===== config.mk =====
export PLATFORM = sky130hd
export DESIGN_NAME = pevh_top
export DESIGN_NICKNAME = d
export VERILOG_FILES = /design/src/inc/pevh_pkg.sv /design/src/design/pevh_fifo.sv /design/src/design/pevh_top.sv
export VERILOG_INCLUDE_DIRS = /design/src /design/src/inc
export SDC_FILE = /design/constraint.sdc
export NUM_CORES = 1
export LEC_CHECK = 0
export BUFFER_PORTS_ARGS = -buffer_cell sky130_fd_sc_hd__buf_2
export CORE_MARGIN = 4
export CORE_UTILIZATION = 55
export CTS_CLUSTER_DIAMETER = 30
export CTS_CLUSTER_SIZE = 8
export DETAILED_ROUTE_END_ITERATION = 12
export PLACE_DENSITY = 0.73
export SLEW_MARGIN = 20
export SYNTH_ARGS = -nofsm -noshare
export SYNTH_HDL_FRONTEND = slang
export SYNTH_HIERARCHICAL = 1
export SYNTH_SLANG_ARGS = --single-unit

===== constraint.sdc =====
create_clock -name mclk_i -period 4.2 [get_ports mclk_i]
set_input_delay 0.84 -clock mclk_i [delete_from_list [all_inputs] [get_ports mclk_i]]
set_output_delay 0.84 -clock mclk_i [all_outputs]
set_load 0.01 [all_outputs]

===== src/inc/pevh_cfg.svh =====
// timing and geometry constants of the print engine video handshake
`ifndef PEVH_CFG_SVH
`define PEVH_CFG_SVH

`define PEVH_CLK_PERIOD_NS   10
`define PEVH_WAIT_TIME_NS    1000000
`define PEVH_WAIT_CYCLES     (`PEVH_WAIT_TIME_NS / `PEVH_CLK_PERIOD_NS)
`define PEVH_TOP_MAX_NS      100
`define PEVH_TOP_MAX_CYCLES  (`PEVH_TOP_MAX_NS / `PEVH_CLK_PERIOD_NS)
`define PEVH_TOP_WIDTH_NS    200
`define PEVH_TOP_WIDTH_CYC   ((`PEVH_TOP_WIDTH_NS + `PEVH_CLK_PERIOD_NS - 1) / `PEVH_CLK_PERIOD_NS)
`define PEVH_LINE_SYNC_N_WIDTH_NS  80
`define PEVH_LINE_SYNC_N_WIDTH_CYC ((`PEVH_LINE_SYNC_N_WIDTH_NS + `PEVH_CLK_PERIOD_NS - 1) / `PEVH_CLK_PERIOD_NS)
`define PEVH_PIX_DIV         4
`define PEVH_PIXELS_PER_LINE 64
`define PEVH_LINES_PER_PLANE 32
`define PEVH_FIFO_DEPTH      4
`define PEVH_PIX_WIDTH       8
`define PEVH_PLANE_LAST_CLR  2'h3
`define PEVH_PLANE_LAST_MONO 2'h0

`endif


===== src/inc/pevh_pkg.sv =====
// types shared by the print engine video handshake design
package pevh_pkg;

    typedef enum logic [2:0] {
        PEVH_ST_WAIT,
        PEVH_ST_IDLE,
        PEVH_ST_INIT_ROT,
        PEVH_ST_TOP,
        PEVH_ST_LINES,
        PEVH_ST_LAST_ROT
    } pevh_state_t;

    // handshake lines toward the rendering controller, all active low
    typedef struct packed {
        logic engine_ready_n;
        logic vsync_n;
        logic line_sync_n;
    } pevh_hs_t;

    // lines toward the mechanical controller
    typedef struct packed {
        logic print_seq_cmd;
        logic initial_rotation;
        logic last_rotation;
    } pevh_mech_t;

endpackage


===== src/design/pevh_fifo.sv =====
// small synchronous fifo for pixel words between video capture and modulator
`timescale 1ns/100ps
module pevh_fifo #(
    parameter int WIDTH = 8,
    parameter int DEPTH = 4
) (
    input  wire logic             clk_i,
    input  wire logic             rst_b_i,
    input  wire logic             in_valid_i,
    output logic                  in_ready_o,
    input  wire logic [WIDTH-1:0] in_data_i,
    output logic                  out_valid_o,
    input  wire logic             out_ready_i,
    output logic      [WIDTH-1:0] out_data_o
);
    localparam int AW = (DEPTH > 1) ? $clog2(DEPTH) : 1;

    logic [WIDTH-1:0] mem_reg [DEPTH];
    logic [AW-1:0]    wr_reg;
    logic [AW-1:0]    wr_next;
    logic [AW-1:0]    rd_reg;
    logic [AW-1:0]    rd_next;
    logic [AW:0]      count_reg;
    logic [AW:0]      count_next;
    logic             push;
    logic             pop;

    function automatic logic [AW-1:0] wrap_inc(input logic [AW-1:0] p);
        wrap_inc = (p == AW'(DEPTH - 1)) ? '0 : p + 1'b1;
    endfunction

    assign in_ready_o  = (count_reg != (AW+1)'(DEPTH));
    assign out_valid_o = (count_reg != '0);
    assign out_data_o  = mem_reg[rd_reg];
    assign push        = in_valid_i & in_ready_o;
    assign pop         = out_valid_o & out_ready_i;

    always_comb begin
        wr_next    = push ? wrap_inc(wr_reg) : wr_reg;
        rd_next    = pop ? wrap_inc(rd_reg) : rd_reg;
        count_next = count_reg;
        if (push && !pop) begin
            count_next = count_reg + 1'b1;
        end else if (pop && !push) begin
            count_next = count_reg - 1'b1;
        end
    end

    always_ff @(posedge clk_i or negedge rst_b_i) begin
        if (!rst_b_i) begin
            wr_reg    <= '0;
            rd_reg    <= '0;
            count_reg <= '0;
        end else begin
            wr_reg    <= wr_next;
            rd_reg    <= rd_next;
            count_reg <= count_next;
        end
    end

    // storage needs no reset; valid data is tracked by count_reg
    always_ff @(posedge clk_i) begin
        if (push) begin
            mem_reg[wr_reg] <= in_data_i;
        end
    end

    // a write may never land on the head word while the reader is held off
    a_fifo_hold_head : assert property (@(posedge clk_i) disable iff (!rst_b_i)
        out_valid_o && !out_ready_i |=> out_valid_o && $stable(out_data_o))
        else $error("fifo head word changed while held");
endmodule


===== src/design/pevh_top.sv =====
// engine-side video handshake: ready, print request, vertical/line sync, pixel path
// =============================================================================
`timescale 1ns/100ps
`include "pevh_cfg.svh"
module pevh_top import pevh_pkg::*; #(
    parameter int WAIT_CYCLES     = `PEVH_WAIT_CYCLES,
    parameter int PIX_DIV         = `PEVH_PIX_DIV,
    parameter int PIXELS_PER_LINE = `PEVH_PIXELS_PER_LINE,
    parameter int LINES_PER_PLANE = `PEVH_LINES_PER_PLANE,
    parameter int FIFO_DEPTH      = `PEVH_FIFO_DEPTH
) (
    input  wire logic                       mclk_i,
    input  wire logic                       rst_b_i,
    input  wire logic                       print_request_n_i,
    input  wire logic                       mono_mode_i,
    input  wire logic                       rotation_done_i,
    input  wire logic [`PEVH_PIX_WIDTH-1:0] video_in_i,
    input  wire logic                       pixel_ready_i,
    output pevh_hs_t                        handshake_o,
    output pevh_mech_t                      mech_o,
    output logic      [`PEVH_PIX_WIDTH-1:0] pixel_out_o,
    output logic                            pixel_valid_o,
    output logic      [1:0]                 plane_o,
    output logic                            idle_state_o
);
    localparam int PW        = `PEVH_PIX_WIDTH;
    localparam int SW        = PW + 3;
    localparam int TOP_MAX   = `PEVH_TOP_MAX_CYCLES;
    localparam int TOP_WIDTH = `PEVH_TOP_WIDTH_CYC;
    localparam int LS_WIDTH  = `PEVH_LINE_SYNC_N_WIDTH_CYC;

    // =========================================================================
    // reset release and input synchronisers
    logic          rst_meta_reg;
    logic          rst_b;
    logic [SW-1:0] sync1_reg;
    logic [SW-1:0] sync2_reg;
    logic          done_d_reg;
    logic          print_request_n_n_s;
    logic          mono_s;
    logic          done_rise;
    logic [PW-1:0] video_s;

    always_ff @(posedge mclk_i or negedge rst_b_i) begin
        if (!rst_b_i) begin
            rst_meta_reg <= 1'b0;
            rst_b        <= 1'b0;
        end else begin
            rst_meta_reg <= 1'b1;
            rst_b        <= rst_meta_reg;
        end
    end

    // request idles high so nothing starts before the line is seen
    always_ff @(posedge mclk_i or negedge rst_b) begin
        if (!rst_b) begin
            sync1_reg  <= {1'b1, {(SW-1){1'b0}}};
            sync2_reg  <= {1'b1, {(SW-1){1'b0}}};
            done_d_reg <= 1'b0;
        end else begin
            sync1_reg  <= {print_request_n_i, mono_mode_i, rotation_done_i, video_in_i};
            sync2_reg  <= sync1_reg;
            done_d_reg <= sync2_reg[PW];
        end
    end

    assign print_request_n_n_s  = sync2_reg[PW+2];
    assign mono_s    = sync2_reg[PW+1];
    assign done_rise = sync2_reg[PW] & ~done_d_reg;
    assign video_s   = sync2_reg[PW-1:0];

    // =========================================================================
    // page sequencer
    pevh_state_t state_reg;
    pevh_state_t state_next;
    pevh_hs_t    hs_reg;
    pevh_hs_t    hs_next;
    pevh_mech_t  mech_reg;
    pevh_mech_t  mech_next;
    logic [16:0] cnt_reg;
    logic [16:0] cnt_next;
    logic [15:0] line_reg;
    logic [15:0] line_next;
    logic [15:0] pix_reg;
    logic [15:0] pix_next;
    logic [7:0]  div_reg;
    logic [7:0]  div_next;
    logic [1:0]  plane_reg;
    logic [1:0]  plane_next;
    logic [1:0]  last_plane_reg;
    logic [1:0]  last_plane_next;
    logic        seen_reg;
    logic        seen_next;
    logic        idle_reg;
    logic        idle_next;
    logic        fifo_in_ready;
    logic        push;
    logic        page_end;

    always_comb begin
        state_next      = state_reg;
        hs_next         = hs_reg;
        mech_next       = mech_reg;
        cnt_next        = cnt_reg;
        line_next       = line_reg;
        pix_next        = pix_reg;
        div_next        = div_reg;
        plane_next      = plane_reg;
        last_plane_next = last_plane_reg;
        seen_next       = seen_reg;
        idle_next       = idle_reg;
        push            = 1'b0;
        page_end        = 1'b0;
        mech_next.print_seq_cmd = 1'b0;
        case (state_reg)
            PEVH_ST_WAIT: begin
                cnt_next = cnt_reg + 1'b1;
                if (cnt_reg == 17'(WAIT_CYCLES - 1)) begin
                    state_next             = PEVH_ST_IDLE;
                    hs_next.engine_ready_n = 1'b0;
                    idle_next              = 1'b1;
                end
            end
            PEVH_ST_IDLE: begin
                if (!print_request_n_n_s) begin
                    state_next                 = PEVH_ST_INIT_ROT;
                    mech_next.print_seq_cmd    = 1'b1;
                    mech_next.initial_rotation = 1'b1;
                    idle_next                  = 1'b0;
                    plane_next                 = 2'h0;
                    last_plane_next = mono_s ? `PEVH_PLANE_LAST_MONO : `PEVH_PLANE_LAST_CLR;
                end
            end
            PEVH_ST_INIT_ROT: begin
                if (done_rise) begin
                    state_next                 = PEVH_ST_TOP;
                    mech_next.initial_rotation = 1'b0;
                    hs_next.vsync_n            = 1'b0;
                    cnt_next                   = '0;
                    seen_next                  = 1'b0;
                end
            end
            PEVH_ST_TOP: begin
                cnt_next = cnt_reg + 1'b1;
                if (cnt_reg == 17'(TOP_WIDTH - 1)) begin
                    state_next          = PEVH_ST_LINES;
                    hs_next.vsync_n     = 1'b1;
                    hs_next.line_sync_n = 1'b0;
                    cnt_next            = '0;
                    line_next           = '0;
                    pix_next            = '0;
                    div_next            = '0;
                end
            end
            PEVH_ST_LINES: begin
                if (!hs_reg.line_sync_n) begin
                    cnt_next = cnt_reg + 1'b1;
                    if (cnt_reg == 17'(LS_WIDTH - 1)) begin
                        hs_next.line_sync_n = 1'b1;
                    end
                end else if (div_reg != 8'(PIX_DIV - 1)) begin
                    div_next = div_reg + 1'b1;
                end else if (fifo_in_ready) begin
                    // a full fifo holds the pixel tick, stalling the line timing
                    push     = 1'b1;
                    div_next = '0;
                    pix_next = pix_reg + 1'b1;
                    if (pix_reg == 16'(PIXELS_PER_LINE - 1)) begin
                        pix_next = '0;
                        cnt_next = '0;
                        if (line_reg != 16'(LINES_PER_PLANE - 1)) begin
                            line_next           = line_reg + 1'b1;
                            hs_next.line_sync_n = 1'b0;
                        end else if (plane_reg != last_plane_reg) begin
                            plane_next      = plane_reg + 1'b1;
                            state_next      = PEVH_ST_TOP;
                            hs_next.vsync_n = 1'b0;
                        end else begin
                            page_end = 1'b1;
                            if (seen_reg || !print_request_n_n_s) begin
                                state_next              = PEVH_ST_TOP;
                                hs_next.vsync_n         = 1'b0;
                                mech_next.print_seq_cmd = 1'b1;
                                plane_next              = 2'h0;
                                seen_next               = 1'b0;
                            end else begin
                                state_next              = PEVH_ST_LAST_ROT;
                                mech_next.last_rotation = 1'b1;
                            end
                        end
                    end
                end
            end
            PEVH_ST_LAST_ROT: begin
                if (done_rise) begin
                    state_next              = PEVH_ST_IDLE;
                    mech_next.last_rotation = 1'b0;
                    idle_next               = 1'b1;
                end
            end
            default: begin
                state_next = PEVH_ST_WAIT;
            end
        endcase
        // a request seen while a page runs wins over the page-start clear
        if ((state_reg == PEVH_ST_TOP || state_reg == PEVH_ST_LINES) && !print_request_n_n_s) begin
            seen_next = 1'b1;
        end
    end

    always_ff @(posedge mclk_i or negedge rst_b) begin
        if (!rst_b) begin
            state_reg      <= PEVH_ST_WAIT;
            hs_reg         <= '1;
            mech_reg       <= '0;
            cnt_reg        <= '0;
            line_reg       <= '0;
            pix_reg        <= '0;
            div_reg        <= '0;
            plane_reg      <= 2'h0;
            last_plane_reg <= `PEVH_PLANE_LAST_CLR;
            seen_reg       <= 1'b0;
            idle_reg       <= 1'b0;
        end else begin
            state_reg      <= state_next;
            hs_reg         <= hs_next;
            mech_reg       <= mech_next;
            cnt_reg        <= cnt_next;
            line_reg       <= line_next;
            pix_reg        <= pix_next;
            div_reg        <= div_next;
            plane_reg      <= plane_next;
            last_plane_reg <= last_plane_next;
            seen_reg       <= seen_next;
            idle_reg       <= idle_next;
        end
    end

    // =========================================================================
    // pixel buffer and registered output stage toward the modulator
    logic          fifo_out_valid;
    logic          fifo_out_ready;
    logic [PW-1:0] fifo_out_data;
    logic [PW-1:0] pix_out_reg;
    logic [PW-1:0] pix_out_next;
    logic          pix_valid_reg;
    logic          pix_valid_next;

    pevh_fifo #(
        .WIDTH (PW),
        .DEPTH (FIFO_DEPTH)
    ) u_fifo (
        .clk_i       (mclk_i),
        .rst_b_i     (rst_b),
        .in_valid_i  (push),
        .in_ready_o  (fifo_in_ready),
        .in_data_i   (video_s),
        .out_valid_o (fifo_out_valid),
        .out_ready_i (fifo_out_ready),
        .out_data_o  (fifo_out_data)
    );

    assign fifo_out_ready = !pix_valid_reg || pixel_ready_i;

    always_comb begin
        pix_out_next   = pix_out_reg;
        pix_valid_next = pix_valid_reg;
        if (fifo_out_ready) begin
            pix_valid_next = fifo_out_valid;
            if (fifo_out_valid) begin
                pix_out_next = fifo_out_data;
            end
        end
    end

    always_ff @(posedge mclk_i or negedge rst_b) begin
        if (!rst_b) begin
            pix_out_reg   <= '0;
            pix_valid_reg <= 1'b0;
        end else begin
            pix_out_reg   <= pix_out_next;
            pix_valid_reg <= pix_valid_next;
        end
    end

    assign handshake_o   = hs_reg;
    assign mech_o        = mech_reg;
    assign pixel_out_o   = pix_out_reg;
    assign pixel_valid_o = pix_valid_reg;
    assign plane_o       = plane_reg;
    assign idle_state_o  = idle_reg;

    // =========================================================================
    // checks
    a_ready_after_wait : assert property (@(posedge mclk_i) disable iff (!rst_b)
        $fell(handshake_o.engine_ready_n) |-> $past(state_reg) == PEVH_ST_WAIT && idle_state_o)
        else $error("engine ready asserted outside the wait exit");
    a_request_starts : assert property (@(posedge mclk_i) disable iff (!rst_b)
        state_reg == PEVH_ST_IDLE && !print_request_n_n_s |=> mech_o.print_seq_cmd
            && mech_o.initial_rotation ##1 !mech_o.print_seq_cmd)
        else $error("print request did not start the print sequence");
    a_vsync_bound : assert property (@(posedge mclk_i) disable iff (!rst_b)
        state_reg == PEVH_ST_INIT_ROT && done_rise |-> ##[1:TOP_MAX] !handshake_o.vsync_n)
        else $error("vertical sync late after initial rotation");
    a_vsync_width : assert property (@(posedge mclk_i) disable iff (!rst_b)
        $fell(handshake_o.vsync_n) |-> !handshake_o.vsync_n [*8])
        else $error("vertical sync pulse too short");
    a_pixel_hold : assert property (@(posedge mclk_i) disable iff (!rst_b)
        pixel_valid_o && !pixel_ready_i |=> pixel_valid_o && $stable(pixel_out_o))
        else $error("pixel word dropped under back-pressure");
    a_request_seen : assert property (@(posedge mclk_i) disable iff (!rst_b)
        state_reg == PEVH_ST_LINES && !print_request_n_n_s |=> seen_reg)
        else $error("request during page not remembered");
    a_wind_down : assert property (@(posedge mclk_i) disable iff (!rst_b)
        page_end && !seen_reg && print_request_n_n_s |=> mech_o.last_rotation && handshake_o.vsync_n)
        else $error("page end without request did not start last rotation");
    a_standby_entry : assert property (@(posedge mclk_i) disable iff (!rst_b)
        state_reg == PEVH_ST_LAST_ROT && done_rise |=> idle_state_o && !mech_o.last_rotation)
        else $error("standby not entered after last rotation");
    a_continue_page : assert property (@(posedge mclk_i) disable iff (!rst_b)
        page_end && (seen_reg || !print_request_n_n_s) |=> !mech_o.last_rotation && !handshake_o.vsync_n
            && mech_o.print_seq_cmd)
        else $error("next page did not continue the sequence");
endmodule


; Yosys cells after proc, flatten, opt, wreduce, memory -nomap -nowiden
; Memory sizes are Yosys's and may differ from the RTL's. A register that Yosys moved wholly into a read port is not among the register bits.
; Index checks and enable logic that the tools add are counted.
[totals]
register_bits = 105
mem_bits_rw = 32
in_bits = 14
word_cells = 218
mem_count = 1
[classes]
n_addsub = 9
n_eq_ne = 41
muxes = 101
n_bitwise = 5
n_reduce_logical = 37
[memory_table]
columns = name, words, width, read_ports, rd_clocked_by_memory_dff, wr, line_no
row1 = u_fifo.mem_reg, 4, 8, 1, 1, 1, pevh_fifo.sv:18  ; logic [WIDTH-1:0] mem_reg [DEPTH];
[ops]
columns = cell, count
row1 = two-way mux 16 bit, 10
row2 = two-way mux 17 bit, 6
row3 = one-hot mux 17 bit (4 select lines), 1
row4 = one-hot mux 16 bit (2 select lines), 2
row5 = two-way mux 3 bit, 14
row6 = two-way mux 1 bit, 38
row7 = "adder 16 x 1 -> 16 bit, second input constant", 2
row8 = two-way mux 2 bit, 16
row9 = two-way mux 8 bit, 4
row10 = AND reduction 9 bit, 3
row11 = "!= test 2 bit, second input constant", 12
row12 = "!= test 3 x 2 -> 1 bit, second input constant", 8
row13 = one-hot mux 3 bit (6 select lines), 1
row14 = "adder 17 x 1 -> 17 bit, second input constant", 1
row15 = "equality test 17 bit, second input constant", 1
row16 = "equality test 17 x 3 -> 1 bit, second input constant", 1
row17 = "equality test 17 x 5 -> 1 bit, second input constant", 1
row18 = "equality test 16 x 6 -> 1 bit, second input constant", 1
row19 = "!= test 16 x 5 -> 1 bit, second input constant", 1
row20 = one-hot mux 8 bit (2 select lines), 1
row21 = "!= test 3 bit, second input constant", 5
row22 = nonzero test 3 bit, 4
row23 = one-hot mux 1 bit (2 select lines), 5
row24 = AND reduction 10 bit, 1
row25 = 28 further kinds, 54

; Longest topological paths before layout
; Gate-level depths: netlist of the first run.
[depth]
ltp_word = 11
depth_mapped = 10
mapped_depth_nobuf = 10

; Hierarchy
; Netlist of the first run, hierarchy kept.
[by_module_without_submodules]
columns = module, n_inst, cells_each, area_per_inst_um2
row1 = pevh_top, 1, 515, 5142.4
row2 = pevh_fifo, 1, 78, 1594.0

; Worst setup path before layout of the first run
; OpenSTA, ideal clock, no wires.
[synth_path]
path_type = reg2reg
startpoint = register div_reg[5]
endpoint = register u_fifo.count_reg[2]
arrival_ns = 2.413
path_slack_ns = 1.708
path_stages_with_launch = 11
n_path_buf = 0
path_cell_list = dfrtp_1 > nor4_4 > nand4_4 > nor2_1 > and2_4 > ha_1 > inv_1 > fa_1 > xor2_1 > nor2_1 > xor2_1
[synth_between]
elab_chain_len = 8
elab_cells_between_ends = 10
[synth_rtl]
columns = item, line_no
row1 = start: declaration, pevh_top.sv:86  ; logic [7:0] div_reg;
row2 = start signal: assignment, pevh_top.sv:231  ; div_reg <= div_next;
row3 = != test 8 x 2 -> 1 bit (*), pevh_top.sv:161  ; end else if (div_reg != 8'(PIX_DIV - 1)) begin
row4 = two-way mux 1 bit (*), pevh_top.sv:161
row5 = two-way mux 1 bit (*), pevh_top.sv:156  ; if (!hs_reg.line_sync_n) begin
row6 = two-way mux 1 bit (*), pevh_top.sv:115  ; case (state_reg)
row7 = net push, pevh_top.sv:97  ; logic push;
row8 = bitwise AND 1 bit (*), pevh_fifo.sv:35  ; assign push = in_valid_i & in_ready_o;
row9 = net u_fifo.push, pevh_fifo.sv:25  ; logic push;
row10 = logical NOT 1 bit, pevh_fifo.sv:44  ; end else if (pop && !push) begin
row11 = logical AND 1 bit, pevh_fifo.sv:44
row12 = nonzero test 2 bit (no source line), n/a
row13 = end signal: assignment, pevh_fifo.sv:57  ; count_reg <= count_next;
row14 = end: declaration, pevh_fifo.sv:23  ; logic [AW:0] count_reg;
; Mark *: on every way through the listed nets, which the timed path passes. The rest lies on a longest branch.
; A chain may end at the register's enable or synchronous reset.

; Final worst setup path of the first run
[layout_path]
startpoint = register cnt_reg[0]
endpoint = register pix_reg[5]
[layout_between]
elab_chain_len = 3
[layout_rtl]
columns = item, line_no
row1 = start: declaration, pevh_top.sv:80  ; logic [16:0] cnt_reg;
row2 = start signal: assignment, pevh_top.sv:228  ; cnt_reg <= cnt_next;
row3 = equality test 17 x 5 -> 1 bit, pevh_top.sv:145  ; if (cnt_reg == 17'(TOP_WIDTH - 1)) begin
row4 = != test 2 bit (no source line), n/a
row5 = AND reduction 5 bit (no source line), n/a
row6 = end signal: assignment, pevh_top.sv:230  ; pix_reg <= pix_next;
row7 = end: declaration, pevh_top.sv:84  ; logic [15:0] pix_reg;
; No other way between the ends.

==> results of run 1 <==
-- worst max-delay path, cell delays in order (launching register included) --
cell and delay, ns:
dfrtp_1 0.38, ha_1 0.24, nor4b_1 0.38, nand4_2 0.29, o21ai_2 0.61, o21ai_2 0.42, or2_1 0.52, o41ai_1 0.36
-- routing by layer --
layer,vias to the layer above,share of wire [%],track usage (%)
met3,24,4.4,6.46
met5,-,0,0
met4,0,1.9,7.68
met1,2378,44,25.8
met2,130,50,33.1
li1,2282,-,-
-- where the power goes --
part	switching [mW]	total [mW]	internal, mW	leakage (nW)
Sequential	0.192	1.77	1.58	1.68
Combinational	0.246	0.573	0.327	1.17
Clock	0.585	1.46	0.879	0.279
Total	1.02	3.81	2.79	3.13
-- Yosys cell counts, types with 8 or more instances --
cell      number
a21oi_1       13
and3_1        16
clkbuf_1      18
dfrtp_1      106
edfxtp_1      32
ha_1          10
inv_1         13
mux2_2        12
mux4_2         8
nand2_1       50
nand2b_1      12
nand3_1       31
nand4_1       12
nor2_1        37
nor3_1        13
o21ai_0       53
o31ai_1       17
or4_1          8
-- stage by stage --
stage / area [sq um] / power, mW / hold WS [ns]
2_1_floorplan: 6740 / 2.20 / 0.331
3_3_place_gp: 6990 / 2.32 / 0.333
3_5_place_dp: 6990 / 2.37 / 0.336
4_1_cts: 7570 / 3.85 / 0.169
5_1_grt: 7570 / 4.00 / 0.164
6_report: 7570 / 3.81 / 0.189
-- kinds of logic (layout without fill, tap and decap cells) --
| family | Yosys count | count (layout) | share of synthesized area, % |
|---|---|---|---|
| XOR/XNOR | 11 | 11 | 1.43 |
| multiplexers | 23 | 23 | 5.27 |
| flip-flops | 144 | 144 | 56.0 |
| buffers and inverters | 37 | 78 | 2.34 |
| AO/OA/AOI/OAI | 135 | 135 | 13.4 |
| other | 1 | 1 | 0.0557 |
| AND/OR/NAND/NOR | 231 | 231 | 19.3 |
| adder cells (fa/ha/maj) | 11 | 11 | 2.15 |
-- area by class of cell --
class                   instances  area, sq um  share of cell area, %
repair buffers                 33          170                   2.25
flip-flops and latches        144         3770                   49.8
inverters                      13         48.8                  0.644
well taps                     147          184                   2.43
clock inverters                15          159                   2.10
multi-input cells             412         2810                   37.1
clock buffers                  17          425                   5.62
-- how the worst max path moves through the flow --
stage	end	cells past startpoint	start
final	pix_reg[5]$_DFFE_PN0P_	7	cnt_reg[0]$_DFFE_PN0P_
after CTS	pix_reg[5]$_DFFE_PN0P_	7	cnt_reg[0]$_DFFE_PN0P_
after detailed placement	pix_reg[5]$_DFFE_PN0P_	7	cnt_reg[0]$_DFFE_PN0P_
after global placement	pix_reg[5]$_DFFE_PN0P_	7	cnt_reg[0]$_DFFE_PN0P_
after global routing	pix_reg[8]$_DFFE_PN0P_	7	cnt_reg[0]$_DFFE_PN0P_
after floorplan	cnt_reg[0]$_DFFE_PN0P_	0	rst_b$_DFF_PN0_
==> key figures, run 1 <==
Outcome
  • Outcome: complete, no violations

Routing
  • Initial DRC Count: 299
  • Vias: 4814
  • Pre-antenna DRT Iters: 6
  • Final antenna-violating net count: 0
  • DR DRC count: 0
  • Post-DR vias/cell: 6.16
  • Routed len/inst: 17.2 um
  • Post-Route WL: 13.5 mm

Synthesis
  • Syn_nets: 618
  • Synth warn: 6
  • Avg Cell Area, Syn: 11.4 sq um
  • Post-synth EDFFs: 32
  • Yosys top cell by area: dfrtp_1
  • Top cells by area, synth: dfrtp_1 (39%), edfxtp_1 (14%), o21ai_0 (3.9%)
  • Top_reg_cell synth: dfrtp_1
  • Post-synth top area share: 39.4%
  • Synthesized flop and latch total: 144
  • Netlist cell types: 78
  • Post-Synthesis Cells: 593
  • Mapped Area: 6740 sq um
  • Ys async rst share: 77.8%
  • Post-synthesis sequential area ratio: 56.0%

Setup path
  • R2R Path End: pix_reg[5]$_DFFE_PN0P_
  • Crit path capture type: register
  • Required time of the critical path: 4.51 ns
  • RR Startpoint: cnt_reg[0]$_DFFE_PN0P_
  • R2R cell count: 7
  • CP max FO: 24
  • CP Data Arrival Time: 3.62 ns
  • Critical path launch point type: register
  • Crit Path Class: register to register
  • Reg2Reg Setup Slack: 0.89 ns

GRT
  • First-pass GRT wire length: 23.0 mm
  • Largest net degree at the start of global routing: 77
  • GRT Residual Overflow: 0
  • GR Util All Layers: 20.5%
  • Vias in the first global route: 4698
  • Initial antenna violation count: 0

STA
  • Worst slew pin tran: 0.950 ns
  • Period utilization: 78.8%
  • Final Hold Fails: 0
  • Final setup violation count: 0
  • Minimum clock period after layout: 3.31 ns
  • Fmax: 302 MHz
  • Setup Skew: 0.00864 ns
  • Slew Limit Fails: 0
  • Relative slew margins: 36.7%
  • Setup TNS: 0 ns
  • PnR worst setup slack: 0.889 ns
  • Unrepaired setup endpoints after global routing: no

Finish
  • Most common cell after layout, fill and taps aside: dfrtp_1
  • Fillers: 926
  • Layout cells sized above 1: 18.1%
  • Layout Utilization: 63.1%
  • Number of diodes: 0
  • Largest register FFs: 32
  • Layout Nets: 646
  • Commonest non-fill, non-tap cells in the layout: dfrtp_1 (105), o21ai_0 (53), nand2_1 (50)
  • Area Overhead vs Synth: 12.4%
  • Finished Layout Cells: 781

CTS
  • TritonCTS Sinks: 144
  • Cts hold-fix bufs: 0
  • Clock Tree Root: clkbuf_16
  • Worst-Skew Late Latency: 0.43 ns
  • Clock tree buffer depth: 2
  • Number of setup buffers added after CTS: 0
  • H-tree levels: 4
  • CTS resizes: 0
  • CTS buffer count: 17
  • Clk slew on worst S/H paths: 0.06 ns
  • CTS tree: yes

Power
  • Total leakage power: 3.13 nW
  • Power Density: 503 nW/um^2
  • Worst VDD drop: 0.340 mV

Run
  • Max cap viols: 0

Die
  • CORE AREA: 12000 sq um
  • Starting Density: 56.1%
  • Io pins: 32
  • Die Ht: 119 um
  • Row count: 40
  • Die ar.: 14100 sq um
  • Horiz. Die Dim: 119 um

Place
  • I/O Buffers: 31
  • Final HPWL DP: 8.90 mm
  • Placer Congestion: 0.891
  • Cells after DPL: 749
  • DP Worst Slack: 1.00 ns

Hold path
  • Hold Path Class: primary input to async pin
No activity file was read; power rests on OpenSTA's default activity.
==> run 2, diff against run 1 <==
Settings changed: ABC_AREA set to 1, PLACE_DENSITY 0.73 to 0.72.
Clock period 4.2 ns to 3.2 ns, I/O delays scaled along.
==> run 2 against run 1 <==
Effect of this change: worst hold slack improved by 0.13 ns; register-to-register slack got worse by 0.30 ns; clock skew rose by 0.0024 ns; cell count rose by 52%; total power rose by 21%; cell area rose by 14%; critical path depth rose by 7; clock power rose by 31%; utilization fell by 1.1 points; sequential share of layout area fell by 5.9 points; combinational power fell by 3.8%; count of clock-buffer cells in the layout rose by 3; largest power group unchanged.
==> key figures, run 2 <==
Outcome
  • Outcome: complete, no violations

Setup path
  • Critical Path Source: div_reg[0]$_DFFE_PN0P_
  • R2R Path End: u_fifo/count_reg[2]$_DFFE_PN0P_
  • Crit Path Class: register to register
  • CP Data Arrival Time: 2.92 ns (-0.70 ns)
  • R2R cell count: 14 (+7)
  • Critical Path End: u_fifo/count_reg[2]$_DFFE_PN0P_
  • CP max FO: 7 (-71%)
  • Reg2Reg Setup Slack: 0.59 ns (-0.30 ns)
  • Required time of the critical path: 3.51 ns (-1.00 ns)
  • Crit path capture type: register
  • Critical path launch point type: register
  • RR Startpoint: div_reg[0]$_DFFE_PN0P_

Routing
  • Wire length on met3: 668 um (+13%)
  • DR DRC count: 0 (unchanged)
  • Pre-antenna DRT Iters: 4 (-2)
  • Routed len/inst: 12.9 um (-25%)
  • Vias: 6097 (+27%)
  • Final antenna-violating net count: 0 (unchanged)
  • Initial DRC Count: 431 (+44%)
  • Met1 wire length: 7.42 mm (+26%)
  • WL met2: 7.04 mm (+4.7%)
  • Post-DR vias/cell: 5.14 (-17%)
  • Top sig layer: met4
  • Post-Route WL: 15.3 mm (+13%)

Place
  • Final HPWL DP: 10.5 mm (+18%)
  • I/O Buffers: 31 (unchanged)
  • Placer Congestion: 0.844 (-5.3%)

CTS
  • Clock tree buffer depth: 2 (unchanged)
  • TritonCTS Sinks: 144 (unchanged)
  • Clock Tree Root: clkbuf_16
  • Cts hold-fix bufs: 1 (+1)
  • Clk slew on worst S/H paths: 0.06 ns (about the same)
  • CTS resizes: 0 (unchanged)
  • CTS tree: yes
  • Worst-Skew Late Latency: 0.43 ns (about the same)
  • Number of setup buffers added after CTS: 0 (unchanged)
  • H-tree levels: 4 (unchanged)
  • CTS buffer count: 17 (unchanged)

GRT
  • First-pass GRT wire length: 26.9 mm (+17%)
  • Initial antenna violation count: 0 (unchanged)
  • GRT Residual Overflow: 0 (unchanged)
  • GR Util All Layers: 20.4% (-0.057 points)
  • Vias in the first global route: 5736 (+22%)
  • Largest net degree at the start of global routing: 53 (-31%)

Power
  • Total leakage power: 4.04 nW (+29%)
  • Worst VDD drop: 0.474 mV (+39%)
  • Power Density: 534 nW/um^2 (+6.3%)

Finish
  • Commonest non-fill, non-tap cells in the layout: nand2_1 (296), nor2_1 (108), dfrtp_1 (105)
  • Layout Nets: 1018 (+58%)
  • Most common cell after layout, fill and taps aside: nand2_1
  • Layout cells sized above 1: 14.0% (-4.1 points)
  • Area Overhead vs Synth: 10.5%
  • Number of diodes: 0 (unchanged)
  • Largest register FFs: 32 (unchanged)
  • Layout Utilization: 62.0% (-1.1 points)

STA
  • Fmax: 383 MHz (+27%)
  • Final Hold Fails: 0 (unchanged)
  • Relative slew margins: 30.3% (-6.3 points)
  • Slew Limit Fails: 0 (unchanged)
  • Minimum clock period after layout: 2.61 ns (-0.702 ns)
  • Final setup violation count: 0 (unchanged)
  • Period utilization: 81.5% (+2.7 points)
  • Unrepaired setup endpoints after global routing: no
  • Worst slew pin tran: 1.04 ns (+0.0952 ns)
  • Setup TNS: 0 ns (unchanged)
  • Setup Skew: 0.0110 ns (+0.00239 ns)

Synthesis
  • Ys async rst share: 77.8% (unchanged)
  • Synth warn: 6 (unchanged)
  • Avg Cell Area, Syn: 8.09 sq um (-29%)
  • Post-synth EDFFs: 32 (unchanged)
  • Synthesized flop and latch total: 144 (unchanged)
  • Yosys top cell by area: dfrtp_1
  • Post-Synthesis Cells: 962 (+62%)
  • Synth top cells by count: nand2_1 (296), nor2_1 (108), dfrtp_1 (106), inv_1 (96), nand3_1 (80)
  • Most common cell in the synthesized netlist: nand2_1
  • Top_reg_cell synth: dfrtp_1
  • Top cells by area, synth: dfrtp_1 (34%), nand2_1 (14%), edfxtp_1 (12%)
  • Post-synthesis sequential area ratio: 48.4% (-7.5 points)
  • Post-synth top area share: 34.1% (-5.3 points)
  • Syn_nets: 987 (+60%)
  • Netlist cell types: 45 (-42%)
  • Mapped Area: 7780 sq um (+16%)

Die
  • CORE AREA: 13900 sq um (+16%)
  • Row count: 43 (+7.5%)
  • Io pins: 32 (unchanged)
  • Die Ht: 127 um (+7.0%)
  • Horiz. Die Dim: 127 um (+7.0%)
  • Starting Density: 56.1% (about the same)
  • Die ar.: 16100 sq um (+14%)

Hold path
  • Hold Path Class: primary input to register

Run
  • Max cap viols: 0 (unchanged)
-- run 2: changes by cell type in the layout (fill, tap and decap cells not counted), moves of 12 or more --
cell and change:
and3_1 -16, inv_1 +83, nand2_1 +246, nand2_2 +13, nand2b_1 -12, nand3_1 +49
nand4_1 +16, nor2_1 +71, o211ai_1 +12, o21ai_0 -37, o21ai_1 +13, o31ai_1 -16
-- run 2: worst min path at each step --
stage	startpoint	end	slack, ns	depth (start not counted)
2_1_floorplan	rst_meta_reg$_DFF_PN0_	rst_b$_DFF_PN0_	0.33	0
3_5_place_dp	sync1_reg[9]$_DFF_PN0_	sync2_reg[9]$_DFF_PN0_	0.34	0
5_1_grt	rotation_done_i	sync1_reg[8]$_DFF_PN0_	0.29	1
4_1_cts	video_in_i[1]	sync1_reg[1]$_DFF_PN0_	0.30	1
3_3_place_gp	rst_meta_reg$_DFF_PN0_	rst_b$_DFF_PN0_	0.33	0
6_report	video_in_i[3]	sync1_reg[3]$_DFF_PN0_	0.32	1
-- run 2: through the flow --
step	instances	worst slack [ns]	hold WS, ns	total power [mW]	area, sq um
floorplan	962	0.687	0.331	2.61	7790
global placement	1153	0.712	0.332	2.71	8020
detailed placement	1153	0.622	0.337	2.73	8020
CTS	1186	0.597	0.296	4.65	8600
global route	1186	0.288	0.294	4.81	8600
finish	1186	0.591	0.315	4.60	8600
-- run 2: cell type report --
cell class              count  area, sq um
clock buffers              20          447
clock inverters            12          123
fillers                  1230         5280
inverters                 104          395
multi-input cells         688         3430
flip-flops and latches    144         3770
well taps                 180          225
repair buffers             38          210
-- run 2: kinds of logic after synthesis --
family                     count (synthesis)  share of synthesized area, %
and+or+nand+nor                          576                          32.6
DFF                                      144                          48.4
buffers and inverters                    130                          7.55
AOI/OAI and AO/OA                         72                          6.12
xor gates and xnor gates                  20                          2.25
adders and majority gates                 11                          1.86
muxes                                      8                          1.16
other                                      1                        0.0482
-- run 2: critical path, stage by stage, from the launching register on --
cell and delay (ns):
dfrtp_1 0.39, ha_1 0.22, nand4_1 0.25, inv_1 0.12, nand2_1 0.07, nor3_1 0.31
nand2_2 0.17, inv_1 0.09, ha_1 0.16, inv_1 0.06, fa_1 0.38, nand2_1 0.11
nand3_1 0.07, nand2_1 0.06, nand2_1 0.04
-- run 2: power breakdown --
part	switching, mW	internal (mW)
clock	0.799	1.11
sequential	0.147	1.99
combinational	0.294	0.256
total	1.24	3.35
-- run 2: routing by layer --
metal / GRT usage [%] / vias to the layer above
met5: 0 / -
met4: 5.49 / 0
met3: 5.69 / 12
met2: 31.8 / 111
met1: 28.3 / 2814
li1: - / 3160
